$ cat src/logic/cbs_pkg.sv
/*
  Shared constants and types for the bit timing and synchronisation block:
  bus levels, segment states, the timing configuration bundle and the
  per-bit event bundle.
  Assumes the bit stream logic that uses these types runs on the same clock.
*/

package cbs_pkg;

  // ==========================================================================
  // Widths
  // ==========================================================================
  localparam int PRESC_W = 5;
  localparam int SEG_W = 3;
  localparam int JW_W = 2;
  localparam int CNT_W = 5;
  localparam int ERR_W = 6;

  // ==========================================================================
  // Bus levels
  // ==========================================================================
  localparam logic RECESSIVE = 1'b1;
  localparam logic DOMINANT = 1'b0;

  // ==========================================================================
  // Reset values and fixed lengths
  // ==========================================================================
  localparam logic [CNT_W-1:0] CNT_RST = 5'h00;
  localparam logic [CNT_W-1:0] ONE_TQ = 5'h01;
  localparam logic [CNT_W-1:0] SYNC_SEG_TQ = 5'h01;
  localparam logic [PRESC_W-1:0] PRESC_RST = 5'h00;
  localparam logic [ERR_W-1:0] ERR_RST = 6'h00;

  // ==========================================================================
  // Types
  // ==========================================================================
  typedef enum logic [1:0] {
    SEG_SYNC,
    SEG_ONE,
    SEG_TWO
  } cbs_seg_e;

  // Each field holds its length minus one: in quanta for segments and jump width, in clocks for the prescaler
  typedef struct packed {
    logic [PRESC_W-1:0] quantum_prescaler_m1;
    logic [SEG_W-1:0] prop_seg_m1;
    logic [SEG_W-1:0] phase_buffer_one_m1;
    logic [SEG_W-1:0] phase_buffer_two_m1;
    logic [JW_W-1:0] jump_width_m1;
  } cbs_timing_s;

  typedef struct packed {
    logic sample;
    logic bit_value;
    logic bit_start;
    logic hard_sync;
    logic resync;
  } cbs_event_s;

endpackage

$ cat src/logic/cbs_prescaler.sv
/*
  Time quantum prescaler: one tick every (quantum_prescaler_m1 + 1) clocks.
  Assumes the divisor is held stable while the controller is active.
*/

`timescale 1ns/1ns

module cbs_prescaler #(
  parameter int PRESC_W = cbs_pkg::PRESC_W
) (
  // Clock and reset
  input wire logic sys_clk_i,
  input wire logic rst_n_i,
  // Divisor, programmed value minus one
  input wire logic [PRESC_W-1:0] quantum_prescaler_m1_i,
  // One clock pulse per quantum
  output logic tq_tick_o
);

  // ==========================================================================
  // Divider
  // ==========================================================================
  logic [PRESC_W-1:0] div_cnt_r;

  // Decoded from the count, so the first quantum after reset is no longer than the rest
  assign tq_tick_o = (div_cnt_r >= quantum_prescaler_m1_i);

  always_ff @(posedge sys_clk_i or negedge rst_n_i) begin
    if (!rst_n_i) begin
      div_cnt_r <= '0;
    end else if (tq_tick_o) begin
      div_cnt_r <= '0;
    end else begin
      div_cnt_r <= div_cnt_r + PRESC_W'(1);
    end
  end

endmodule

$ cat src/logic/cbs_bit_timing.sv
/*
  Bit timing and synchronisation logic of a CAN protocol controller.
  Counts quanta through sync, first and second segments, samples the bus
  once per bit, and hard- or re-synchronises on recessive-to-dominant edges.
  Assumes rx_i is synchronous to sys_clk_i, and that the bit stream logic
  raises hard_sync_en_i while a new frame may start (bus idle).
*/


`timescale 1ns/1ns

module cbs_bit_timing #(
  parameter int PRESC_W = cbs_pkg::PRESC_W
) (
  // Clock and reset
  input wire logic sys_clk_i,
  input wire logic rst_n_i,
  // Configuration
  input wire cbs_pkg::cbs_timing_s timing_i,
  // Bit stream control
  input wire logic hard_sync_en_i,
  input wire logic tx_bit_i,
  // Bus side
  input wire logic rx_i,
  output logic tx_o,
  // Events and status
  output cbs_pkg::cbs_event_s event_o,
  output logic [cbs_pkg::ERR_W-1:0] phase_error_o,
  output cbs_pkg::cbs_seg_e segment_o
);

  // ==========================================================================
  // Quantum tick
  // ==========================================================================
  logic tq_tick;

  cbs_prescaler #(
    .PRESC_W(PRESC_W)
  ) u_prescaler (
    .sys_clk_i(sys_clk_i),
    .rst_n_i(rst_n_i),
    .quantum_prescaler_m1_i(timing_i.quantum_prescaler_m1[PRESC_W-1:0]),
    .tq_tick_o(tq_tick)
  );

  // ==========================================================================
  // Nominal lengths in quanta
  // ==========================================================================
  localparam int CW = cbs_pkg::CNT_W;

  logic [CW-1:0] prop_len;
  logic [CW-1:0] one_len;
  logic [CW-1:0] two_len;
  logic [CW-1:0] jw_req;
  logic [CW-1:0] jw_len;
  logic [CW-1:0] len1;

  // Fields are length minus one, so every length is at least one quantum
  assign prop_len = {2'b00, timing_i.prop_seg_m1} + cbs_pkg::ONE_TQ;
  assign one_len = {2'b00, timing_i.phase_buffer_one_m1} + cbs_pkg::ONE_TQ;
  assign two_len = {2'b00, timing_i.phase_buffer_two_m1} + cbs_pkg::ONE_TQ;
  assign jw_req = {3'b000, timing_i.jump_width_m1} + cbs_pkg::ONE_TQ;

  // Clamped so a bad setting cannot shrink a buffer below zero
  always_comb begin
    jw_len = jw_req;
    if (jw_len > one_len) begin
      jw_len = one_len;
    end
    if (jw_len > two_len) begin
      jw_len = two_len;
    end
  end

  // Sample point sits after propagation plus first buffer
  assign len1 = prop_len + one_len;

  // ==========================================================================
  // State registers
  // ==========================================================================
  cbs_pkg::cbs_seg_e seg_r;
  cbs_pkg::cbs_seg_e seg_nxt;
  logic [CW-1:0] cnt_r;
  logic [CW-1:0] cnt_nxt;
  logic [CW-1:0] extra_r;
  logic [CW-1:0] extra_nxt;
  logic [CW-1:0] shrink_r;
  logic [CW-1:0] shrink_nxt;
  logic skip_r;
  logic skip_nxt;
  logic prev_sample_r;
  logic synced_r;
  logic hs_done_r;

  // ==========================================================================
  // Edge detection and phase error
  // ==========================================================================
  logic edge_seen;
  logic do_hard;
  logic do_resync;
  logic [CW-1:0] cnt_inc;
  logic [CW-1:0] late_err;
  logic [CW-1:0] early_mag;
  logic [CW-1:0] ext_late;
  logic [CW-1:0] shr_early;
  logic [cbs_pkg::ERR_W-1:0] err_val;

  // Single sample per quantum straight from the pin, no filter delay
  assign edge_seen = tq_tick && (prev_sample_r == cbs_pkg::RECESSIVE)
                     && (rx_i == cbs_pkg::DOMINANT)
                     && !synced_r;

  assign do_hard = edge_seen && hard_sync_en_i && !hs_done_r;
  assign do_resync = edge_seen && !do_hard;

  assign cnt_inc = cnt_r + cbs_pkg::ONE_TQ;

  // Late: quanta since the end of sync; early: quanta left before next sync
  assign late_err = cnt_inc;
  assign early_mag = two_len - cnt_r;

  // Capped corrections; any excess stays in the bit
  assign ext_late = (late_err < jw_len) ? late_err : jw_len;
  assign shr_early = (early_mag < jw_len) ? early_mag : jw_len;

  always_comb begin
    err_val = cbs_pkg::ERR_RST;
    unique case (seg_r)
      cbs_pkg::SEG_SYNC: begin
        err_val = cbs_pkg::ERR_RST;
      end
      cbs_pkg::SEG_ONE: begin
        err_val = {1'b0, late_err};
      end
      cbs_pkg::SEG_TWO: begin
        err_val = 6'(-{1'b0, early_mag});
      end
    endcase
  end

  // ==========================================================================
  // Segment sequencer
  // ==========================================================================
  logic sample_now;
  logic bit_start_now;

  always_comb begin
    seg_nxt = seg_r;
    cnt_nxt = cnt_r;
    extra_nxt = extra_r;
    shrink_nxt = shrink_r;
    skip_nxt = skip_r;
    sample_now = 1'b0;
    bit_start_now = 1'b0;
    if (tq_tick) begin
      if (do_hard) begin
        // Edge quantum becomes the sync quantum of a fresh bit
        seg_nxt = cbs_pkg::SEG_ONE;
        cnt_nxt = cbs_pkg::CNT_RST;
        extra_nxt = cbs_pkg::CNT_RST;
        shrink_nxt = cbs_pkg::CNT_RST;
        skip_nxt = 1'b0;
        bit_start_now = 1'b1;
      end else begin
        unique case (seg_r)
          cbs_pkg::SEG_SYNC: begin
            // One quantum only; an edge here needs no correction
            seg_nxt = cbs_pkg::SEG_ONE;
            cnt_nxt = cbs_pkg::CNT_RST;
          end
          cbs_pkg::SEG_ONE: begin
            if (do_resync) begin
              extra_nxt = ext_late;
            end
            if (cnt_inc >= len1 + extra_nxt) begin
              seg_nxt = cbs_pkg::SEG_TWO;
              cnt_nxt = cbs_pkg::CNT_RST;
              sample_now = 1'b1;
            end else begin
              cnt_nxt = cnt_inc;
            end
          end
          cbs_pkg::SEG_TWO: begin
            if (do_resync) begin
              shrink_nxt = shr_early;
              skip_nxt = 1'b1;
            end
            if (cnt_inc >= two_len - shrink_nxt) begin
              // Skipping sync: the last quantum of the buffer, the edge quantum within jump width, is redefined as sync
              seg_nxt = skip_nxt ? cbs_pkg::SEG_ONE : cbs_pkg::SEG_SYNC;
              cnt_nxt = cbs_pkg::CNT_RST;
              extra_nxt = cbs_pkg::CNT_RST;
              shrink_nxt = cbs_pkg::CNT_RST;
              skip_nxt = 1'b0;
              bit_start_now = 1'b1;
            end else begin
              cnt_nxt = cnt_inc;
            end
          end
        endcase
      end
    end
  end

  always_ff @(posedge sys_clk_i or negedge rst_n_i) begin
    if (!rst_n_i) begin
      seg_r <= cbs_pkg::SEG_SYNC;
      cnt_r <= cbs_pkg::CNT_RST;
      extra_r <= cbs_pkg::CNT_RST;
      shrink_r <= cbs_pkg::CNT_RST;
      skip_r <= 1'b0;
    end else begin
      seg_r <= seg_nxt;
      cnt_r <= cnt_nxt;
      extra_r <= extra_nxt;
      shrink_r <= shrink_nxt;
      skip_r <= skip_nxt;
    end
  end

  // ==========================================================================
  // Sample level and synchronisation bookkeeping
  // ==========================================================================
  // Reference level for edge detection moves only at sample points
  always_ff @(posedge sys_clk_i or negedge rst_n_i) begin
    if (!rst_n_i) begin
      prev_sample_r <= cbs_pkg::RECESSIVE;
    end else if (sample_now) begin
      prev_sample_r <= rx_i;
    end
  end

  // Sample point opens a new window for one synchronisation
  always_ff @(posedge sys_clk_i or negedge rst_n_i) begin
    if (!rst_n_i) begin
      synced_r <= 1'b0;
    end else if (sample_now) begin
      synced_r <= 1'b0;
    end else if (edge_seen) begin
      synced_r <= 1'b1;
    end
  end

  // Rearmed only once the bit stream logic drops the enable
  always_ff @(posedge sys_clk_i or negedge rst_n_i) begin
    if (!rst_n_i) begin
      hs_done_r <= 1'b0;
    end else if (do_hard) begin
      hs_done_r <= 1'b1;
    end else if (!hard_sync_en_i) begin
      hs_done_r <= 1'b0;
    end
  end

  // ==========================================================================
  // Transmit path
  // ==========================================================================
  // Receive path stays live while driving, for arbitration and acknowledge
  always_ff @(posedge sys_clk_i or negedge rst_n_i) begin
    if (!rst_n_i) begin
      tx_o <= cbs_pkg::RECESSIVE;
    end else if (bit_start_now) begin
      tx_o <= tx_bit_i;
    end
  end

  // ==========================================================================
  // Event and status outputs
  // ==========================================================================
  always_ff @(posedge sys_clk_i or negedge rst_n_i) begin
    if (!rst_n_i) begin
      event_o <= '0;
      event_o.bit_value <= cbs_pkg::RECESSIVE;
    end else begin
      event_o.sample <= sample_now;
      event_o.bit_start <= bit_start_now;
      event_o.hard_sync <= do_hard;
      event_o.resync <= do_resync;
      if (sample_now) begin
        event_o.bit_value <= rx_i;
      end
    end
  end

  always_ff @(posedge sys_clk_i or negedge rst_n_i) begin
    if (!rst_n_i) begin
      phase_error_o <= cbs_pkg::ERR_RST;
    end else if (edge_seen) begin
      phase_error_o <= err_val;
    end
  end

  always_ff @(posedge sys_clk_i or negedge rst_n_i) begin
    if (!rst_n_i) begin
      segment_o <= cbs_pkg::SEG_SYNC;
    end else begin
      segment_o <= seg_nxt;
    end
  end

endmodule

$ cat config.mk
export PLATFORM = sky130hd
export DESIGN_NAME = cbs_bit_timing
export DESIGN_NICKNAME = d
export VERILOG_FILES = /design/src/logic/cbs_pkg.sv /design/src/logic/cbs_prescaler.sv /design/src/logic/cbs_bit_timing.sv
export SDC_FILE = /design/constraint.sdc
export NUM_CORES = 1
export LEC_CHECK = 0
export BUFFER_PORTS_ARGS = -buffer_cell sky130_fd_sc_hd__buf_4
export CAP_MARGIN = 15
export CORE_MARGIN = 2
export CORE_UTILIZATION = 60
export CTS_CLUSTER_SIZE = 28
export DETAILED_ROUTE_END_ITERATION = 10
export GPL_ROUTABILITY_DRIVEN = 0
export PLACE_DENSITY_LB_ADDON = 0.12
export SETUP_SLACK_MARGIN = 0.3
export SLEW_MARGIN = 10
export SYNTH_ARGS = -nofsm -noshare
export SYNTH_HDL_FRONTEND = slang
export SYNTH_SLANG_ARGS = --single-unit
export TNS_END_PERCENT = 100
$ cat constraint.sdc
create_clock -name sys_clk_i -period 7.41 [get_ports sys_clk_i]
set_clock_uncertainty 0.05 [all_clocks]
set_input_delay 1.1115 -clock sys_clk_i [delete_from_list [all_inputs] [get_ports sys_clk_i]]
set_output_delay 1.1115 -clock sys_clk_i [all_outputs]
set_load 0.02 [all_outputs]
# --- Yosys cells after proc, flatten, opt, wreduce, memory -nomap -nowiden ---
# Index checks and enable logic that the tools add are counted.
word_totals:
  ff_bits: 37
  in_bits: 21
  output_inout_bits: 14
  elab_cells: 103
classes:
  n_addsub: 11
  magnitude_cmp: 7
  n_eq_ne: 5
  muxes: 48
  bitwise_logic: 1
  reduce_logical: 16
ops:
  columns: ["operator", "count"]
  rows:
  - ["2-to-1 mux 5 bit", 19]
  - ["2-to-1 mux 1 bit", 20]
  - ["case mux 6 bit (3 select lines)", 1]
  - [">= comparator 5 bit", 3]
  - ["case mux 5 bit (3 select lines)", 1]
  - ["adder 3 x 1 -> 4 bit, second input constant", 3]
  - ["adder 5 x 1 -> 5 bit, second input constant", 2]
  - ["less-than comparator 5 bit", 2]
  - ["case mux 5 bit (2 select lines)", 1]
  - ["subtractor 4 x 5 -> 5 bit", 2]
  - ["2-to-1 mux 4 bit", 2]
  - ["logical AND 1 bit", 6]
  - ["2-to-1 mux 2 bit", 3]
  - ["inequality test 3 bit, second input constant", 2]
  - ["negator 5 -> 6 bit", 1]
  - ["case mux 2 bit (3 select lines)", 1]
  - ["AND reduction 3 bit", 2]
  - ["adder 4 x 4 -> 5 bit", 1]
  - ["adder 5 bit", 1]
  - ["greater-than comparator 5 x 4 -> 1 bit", 1]
  - ["greater-than comparator 3 x 4 -> 1 bit", 1]
  - ["nonzero test 2 bit", 2]
  - ["adder 2 x 1 -> 3 bit, second input constant", 1]
  - ["logical NOT 1 bit", 3]
  - ["other kinds (7)", 7]

# --- Longest topological paths before layout ---
# Gate-level depths: netlist of the first run.
logic_depth:
  word_depth: 19
  mapped_depth: 36
  mapped_depth_nobuf: 35

# --- Hierarchy ---
# Synthesis of the first run repeated with hierarchy kept, for this count alone.
hier_totals:
  hier_cells: 347
  hier_area_um2: 3188.1
by_module_without_submodules:
  columns: ["mod", "n_inst", "cells_per_inst", "area_per_inst_um2", "seq_area_each_um2"]
  rows:
  - ["cbs_bit_timing", 1, 314, 2845.2, 803.3]
  - ["cbs_prescaler", 1, 33, 342.8, 125.1]

# --- Worst setup path before layout of the first run ---
# No wires, ideal clock.
synth_path:
  path_kind: "input port to flip-flop"
  startpoint: "in timing_i[5] (netlist bit)"
  endpoint: "reg cnt_r[4]"
  setup_time_ns: 0.092
  arrival_ns: 7.401
  required_ns: 7.268
  path_slack_ns: -0.133
  stages: 32
  path_buffers: 1
  cell_sequence: "ha_1 > bufinv_8 > ha_1 > nor2b_4 > o21ai_2 > maj3_2 > o31ai_4 > ha_1 > a21oi_1 > o21ai_2 > and2_2 > buf_12 > mux2i_1 > ha_1 > a21o_1 > a21oi_1 > nand2_1 > a41oi_2 > mux2i_1 > mux2_2 > ha_1 > fa_1 > inv_1 > a21o_1 > a21oi_1 > xor2_1 > ha_1 > or3_1 > nand2_1 > a21oi_1 > or3_1 > o31ai_2"
synth_via:
  elab_chain_len: 16
  elab_cells_between_ends: 26
  cone_classes: "add/sub (4); order compare (6); mux (16)"
synth_rtl:
  columns: ["item", "line_no", "rtl"]
  rows:
  - ["from (decl)", "cbs_bit_timing.sv:19", "input wire cbs_pkg::cbs_timing_s timing_i,"]
  - ["adder 3 x 1 -> 4 bit (*)", "cbs_bit_timing.sv:60", "assign one_len = {2'b00, timing_i.phase_buffer_one_m1} + cbs_pkg::ONE_TQ;"]
  - ["greater-than comparator 3 x 4 -> 1 bit", "cbs_bit_timing.sv:67", "if (jw_len > one_len) begin"]
  - ["2-to-1 mux 4 bit", "cbs_bit_timing.sv:67", null]
  - ["greater-than comparator 5 x 4 -> 1 bit", "cbs_bit_timing.sv:70", "if (jw_len > two_len) begin"]
  - ["2-to-1 mux 4 bit", "cbs_bit_timing.sv:70", null]
  - ["less-than comparator 5 bit, on equally long branches", "cbs_bit_timing.sv:124, cbs_bit_timing.sv:123", null]
  - ["2-to-1 mux 5 bit, on equally long branches", "cbs_bit_timing.sv:124, cbs_bit_timing.sv:123", null]
  - ["2-to-1 mux 5 bit, on equally long branches", "cbs_bit_timing.sv:184, cbs_bit_timing.sv:172", null]
  - ["2-to-1 mux 5 bit", "cbs_bit_timing.sv:165", "unique case (seg_r)"]
  - ["2-to-1 mux 5 bit", "cbs_bit_timing.sv:156", "if (do_hard) begin"]
  - ["2-to-1 mux 5 bit", "cbs_bit_timing.sv:155", "if (tq_tick) begin"]
  - ["subtractor 4 x 5 -> 5 bit or adder 5 bit (tied branches)", "cbs_bit_timing.sv:188, cbs_bit_timing.sv:175", null]
  - [">= comparator 5 bit, on equally long branches", "cbs_bit_timing.sv:188, cbs_bit_timing.sv:175", null]
  - ["2-to-1 mux 5 bit, on equally long branches", "cbs_bit_timing.sv:188, cbs_bit_timing.sv:175", null]
  - ["case mux 5 bit (3 select lines) (*)", "cbs_bit_timing.sv:165", null]
  - ["2-to-1 mux 5 bit (*)", "cbs_bit_timing.sv:156", null]
  - ["to (signal assigned)", "cbs_bit_timing.sv:208", "cnt_r <= cbs_pkg::CNT_RST;"]
  - ["to (signal assigned)", "cbs_bit_timing.sv:214", "cnt_r <= cnt_nxt;"]
  - ["to (decl)", "cbs_bit_timing.sv:83", "logic [CW-1:0] cnt_r;"]
# Every way passes the cells marked *; elsewhere a longest branch is shown, timed or not. The select of a mux whose other input is x is not followed.
# A chain may end at the register's enable or synchronous reset.

# --- Worst setup path after layout of the first run ---
# Same ends and word-level chain as after synthesis.

==> metrics.cfg, run 1 <==
[outcome]
status = finished clean

[logic_synthesis]
yosysWarnings = 0
ys_types = 66
yosysMostFrequentCell = ha_1
synth-seq-area-share_pct = 27.6
synth_async_sr_flop_share_pct = 100
synth_common_cells = ha_1 (50), inv_1 (38), dfrtp_1 (35), nand2_1 (24), a21o_1 (19)
syn_avg_cell_area_um2 = 9.35
synth_ff_type = dfrtp_1
syn_nets = 434
ys_ff_latch = 37
synth_top_area_cell = dfrtp_1
synthTopCellsByArea = dfrtp_1 (26%), ha_1 (19%), a21o_1 (4.2%)
synth_area_mm2 = 0.00336
synth_top_area_share_pct = 26.0
synth_cells = 360
synth_edf_count = 0

[sta]
slew_headroom_pct = 39.5
setup_violations = 0
tightest_slew_ns = 0.908
hold_violations = 0
fmax_ghz = 0.139
maxSlewViolCount = 0
rsz0062_at_grt = yes
finalCritPeriodShare_pct = 96.8
fin_crit_ns = 7.17
whs_ns = 0.426

[place]
dpl_cell_area_mm2 = 0.00390
port-buffer-count = 34
placed_cells = 468
dpl.hpwl_um = 6170

[setup_path]
reg2reg_slack_ns = 1.61
r2r-end = cnt_r[4]
path_delay_family = adder cells
reg2reg_from = cnt_r[0]
cp.arrival_ns = 7.34
crit_slowest_cell = or3_4
crit_buf_inv = 5
cp_max_fo = 5
worst_r2r_path_depth = 22
endpoint_kind = register
max_stage_delay_ns = 0.41
start_kind = input port
path_class = in -> reg
worstPathRequired_ns = 7.58

[grt]
grt_max_degree = 38
antenna_found_initial = 0
overflow = 0
grt_pass1_wl_um = 13500
grtUsageTotal_pct = 27.2
grt_pass1_vias = 2835

[finish]
antenna_cells = 0
area_growth_pct = 27.2
nNetsFinal = 488
drive_gt1_share_pct = 33.5
stdcell_count = 487
final_area_mm2 = 0.00428

[floorplanning]
boundaryPins = 35
die_height_um = 78.9
rows = 27
die_x_um = 78.9
core_mm2 = 0.00547
die-area_mm2 = 0.00622
initial_core_util_pct = 61.5

[hold_path]
min_to = phase_error_o[4]
worstHoldStart = phase_error_o[4]
hold_class = reg -> reg
holdPathStages = 2

[clock_tree]
cts_buffers = 5
cts_root_buffer = clkbuf_8
cts.sinks = 37
clk_latency_ns = 0.30
clk_pin_slew_ns = 0.08
cts_tree = built
max-clock-path-buffers = 2
cts.htree.levels = 2

[drt]
vias = 2964
drtIter0Drc = 187
drcViolationCount = 0
postRouteAntennaNets = 0
wire_per_inst_um = 17.6
postRouteWirelength_um = 8550
firstDrtPassIters = 4
via_per_inst = 6.09

[pwr]
p_leak_uw = 0.00207
irDropWorstVdd_mv = 0.231
power_density_mw_per_mm2 = 275

[flow_run]
cap_violations = 0

[per-layer routing]
layer / wire, um / track usage, % / up-vias
li1: - / - / 1409
met1: 3800 / 37.4 / 1433
met2: 4150 / 45.6 / 103
met3: 407 / 3.75 / 19
met4: 187 / 6.38 / 0
met5: 0 / 0 / -
[layout by cell type, fill, tap and decap left out, types with 4 or more instances in the layout]
master,netlist,layout
a22o_1,6,6
ha_4,0,10
inv_2,3,6
nor2_1,11,10
xor2_1,15,15
o31ai_1,5,5
dfrtp_1,35,35
o21ai_2,3,4
nand2b_1,5,5
ha_1,50,37
o21ai_1,6,5
a21oi_2,0,9
xnor2_1,8,8
buf_4,1,53
inv_1,38,35
clkbuf_8,0,6
nand3_1,15,14
mux2_4,0,4
nand2_1,24,22
a21o_1,19,19
a21oi_1,18,9
[power by group]
part | switching, uW | internal [uW]
Combinational | 405 | 338
Clock | 71.6 | 75.9
Sequential | 39.1 | 249
[what timing repair did]
action,in CTS,in global routing
endpoints found under the setup margin,7,22
setup buffers,2,9
resized for setup,1,42
hold buffers,0,0
pin swaps,7,31
[state kept, by name, summed over array words and instances, names as in the netlist]
name and count:
phase_error_o 6, cnt_r 5, event_o 5, extra_r 5, shrink_r 5, u_prescaler.div_cnt_r 5
segment_o 2, hs_done_r 1, skip_r 1, synced_r 1, tx_o 1
[worst max path at each step]
stage | endpoint | from | slack [ns] | depth (start not counted)
after floorplan | cnt_r[4] | timing_i[6] | 0.24 | 32
after global placement | cnt_r[4] | timing_i[5] | 0.004 | 33
after detailed placement | cnt_r[4] | timing_i[5] | -0.1 | 31
after CTS | cnt_r[4] | timing_i[5] | 0.31 | 33
after global routing | extra_r[0] | timing_i[5] | 0.03 | 34
final | cnt_r[4] | timing_i[5] | 0.24 | 33
[worst reg2reg max path, cell delays in order, from the launching register on]
cell     delay [ns]
dfrtp_1        0.55
ha_1           0.31
fa_1           0.42
xor2_1         0.51
inv_1          0.17
ha_4           0.28
a21o_1         0.16
a21oi_1        0.17
nand2_1        0.09
a41oi_2        0.26
buf_6          0.18
mux2i_4        0.24
mux2i_1        0.12
ha_1           0.33
a21o_1         0.20
a21oi_2        0.15
xor2_1         0.16
ha_2           0.30
or3_4          0.35
nand2_4        0.08
a21oi_2        0.05
or3_4          0.41
o31ai_2        0.18
[per-stage QoR]
step	power (uW)	setup WS, ns	setup TNS [ns]	utilization (%)
floorplan	763	0.236	0	-
CTS	1090	0.313	0	73.3
global placement	907	0.00367	0	71.2
global route	1260	0.0328	0	78.2
finish	1180	0.236	0	78.2
detailed placement	931	-0.0999	-0.212	71.2
[final cells by class]
| type | count | area (um^2) |
|---|---|---|
| Clock buffer | 8 | 90.1 |
| Fill cell | 369 | 1190 |
| Inverter | 42 | 165 |
| Multi-Input combinational cell | 271 | 2560 |
| Sequential cell | 37 | 928 |
| Tap cell | 72 | 90.1 |
| Timing Repair Buffer | 57 | 447 |
[logic make-up (layout without fill, tap and decap cells)]
logic type	after synthesis	in the layout	share of synthesized area, %
other cells	1	1	0.111
compound gates	94	94	21.2
mux	14	14	4.43
simple gates	85	85	13.1
flops	37	37	27.6
xor+xnor	23	23	5.99
fa+ha+maj	54	54	20.7
buf+inv	52	107	6.84
Note: power is estimated with default switching activity, not from simulation.
==> run 2, diff against run 1 <==
--- a/config.mk
+++ b/config.mk
@@ -9,11 +9,11 @@
 export CAP_MARGIN = 15
 export CORE_MARGIN = 2
 export CORE_UTILIZATION = 60
-export CTS_CLUSTER_SIZE = 28
+export CTS_CLUSTER_DIAMETER = 80
+export CTS_CLUSTER_SIZE = 10
 export DETAILED_ROUTE_END_ITERATION = 10
 export GPL_ROUTABILITY_DRIVEN = 0
 export PLACE_DENSITY_LB_ADDON = 0.12
-export SETUP_SLACK_MARGIN = 0.3
 export SLEW_MARGIN = 10
 export SYNTH_ARGS = -nofsm -noshare
 export SYNTH_HDL_FRONTEND = slang
==> run 2 against run 1 <==
Effect of this change: sequential share of layout area up 0.28 points; final cell count increased by 2.5%; maximum frequency shrank 0.30%; count of clock-buffer cells in the layout is the same; critical path depth increased by 1; global-route usage up 0.18 points; sequential power is essentially flat; cell area down 1.3%; via count is 0.13% higher; worst hold slack gained 0.0056 ns; critical endpoint is now segment_o[0]; largest power group unchanged.
==> metrics.cfg, run 2 (synthesis gave the netlist of run 1 again) <==
[clock_tree]
cts.htree.levels = 2
cts.sinks = 37
cts_buffers = 5
clk_pin_slew_ns = 0.08
max-clock-path-buffers = 2
cts_tree = built
postCtsHoldBufs = 0
clk_latency_ns = 0.30
cts_root_buffer = clkbuf_8

[sta]
setup_violations = 0
fmax_ghz = 0.139
maxSlewViolCount = 0
whs_ns = 0.432
tightest_slew_ns = 0.943
finalCritPeriodShare_pct = 97.1
fin_crit_ns = 7.20
setup_ws_ns = 0.214
slew_headroom_pct = 37.1
hold_violations = 0
timing.setup.tns_ns = 0

[pwr]
p_leak_uw = 0.00213
irDropWorstVdd_mv = 0.222
power_density_mw_per_mm2 = 272

[finish]
area_growth_pct = 25.5
stdcell_count = 499
largest_reg_flops = 6
nNetsFinal = 500
nFillCells = 410
regArea_um2 = 928
final_area_mm2 = 0.00422
regMostFlops = phase_error_o
final_common_cell = buf_4
antenna_cells = 0
final_cell_mix = buf_4 (68), ha_1 (46), inv_1 (38)
multi_input_area_mm2 = 0.00241
drive_gt1_share_pct = 31.4

[drt]
postRouteAntennaNets = 0
firstDrtPassIters = 4
met1_length_um = 3700
routed.top_layer = met4
drtIter0Drc = 173
vias = 2968
wire_per_inst_um = 16.8
dr_wl_met3_um = 385
dr_wl_met2_um = 4180
drcViolationCount = 0
postRouteWirelength_um = 8400
via_per_inst = 5.95

[grt]
grtUsageTotal_pct = 27.3
grt_max_degree = 38
overflow = 0
antenna_found_initial = 0
grt_pass1_vias = 2828
grt_pass1_wl_um = 13400

[floorplanning]
boundaryPins = 35
initial_core_util_pct = 61.5
die-area_mm2 = 0.00622
die_height_um = 78.9
rows = 27
core_mm2 = 0.00547
die_x_um = 78.9

[setup_path]
crit_buf_inv = 5
cp_common_cell = ha_1
cp.arrival_ns = 7.33
path_delay_family = adder cells
path_class = in -> reg
max_stage_delay_ns = 0.39
cp_max_fo = 4
worstPathRequired_ns = 7.54
endpoint_kind = register
start_kind = input port
crit_slowest_cell = or3_1

[place]
placed_cells = 486
dpl.hpwl_um = 6400
place_ws_ns = -0.262
port-buffer-count = 34
dpl_cell_area_mm2 = 0.00394

[hold_path]
hold_class = reg -> reg

[flow_run]
cap_violations = 0

[outcome]
status = finished clean

## run 2: changes by cell type in the layout (fill, tap and decap cells not counted), sizes merged
cell    delta
buf       +12
bufinv     +1
inv        -1
## run 2: cell type report
type                    count  share of cell area (%)
multi-input cells         271                    57.1
flip-flops and latches     37                    22.0
well taps                  72                    2.13
repair buffers             69                    12.6
inverters                  42                    4.06
clock buffers               8                    2.13
## run 2: path summary, 6_finish.rpt
kind                                   from                to  slack (ns)  cells past startpoint
setup / recovery                timing_i[5]      segment_o[0]        0.21                     34
hold / removal             phase_error_o[4]  phase_error_o[4]        0.43                      2
setup reg to reg                   cnt_r[0]      segment_o[0]        1.80                     23
hold reg to reg            phase_error_o[4]  phase_error_o[4]        0.43                      2
max in group asynchronous           rst_n_i        event_o[3]        6.23                      1
min in group asynchronous           rst_n_i  phase_error_o[2]        0.71                      1
## run 2: worst reg2reg max path: cells and delay by family, from the launching register on
kind	cells	cell delay, ns
flip-flops	1	0.53
AO/OA/AOI/OAI	7	1.08
buffers and inverters	2	0.20
adder cells (fa/ha/maj)	6	1.65
XOR/XNOR	2	0.59
AND/OR/NAND/NOR	3	0.58
multiplexers	3	0.80
## run 2: what timing repair did
action / CTS / global route
hold endpoints to repair: 0 / 0
resized for setup: 0 / 30
endpoints found under the setup margin: 0 / 22
setup buffers: 0 / 5
## run 2: per-layer routing
metal / up-vias / GRT usage, %
met5: - / 0
met4: 0 / 6.72
met3: 13 / 3.64
met2: 77 / 46.7
met1: 1451 / 36.9
li1: 1427 / -
## run 2: through the flow
step                      utilization, %  total power, uW
after CTS                           73.6             1090
after global placement              72.0              918
after global routing                77.2             1240
after floorplan                        -              744
after detailed placement            72.0              942
final                               77.2             1150
## run 2: where the power goes
part / switching, uW / internal [uW] / leakage, uW
sequential: 38.2 / 249 / 0.000489
combinational: 380 / 335 / 0.00160
clock: 71.9 / 75.9 / 0.0000455
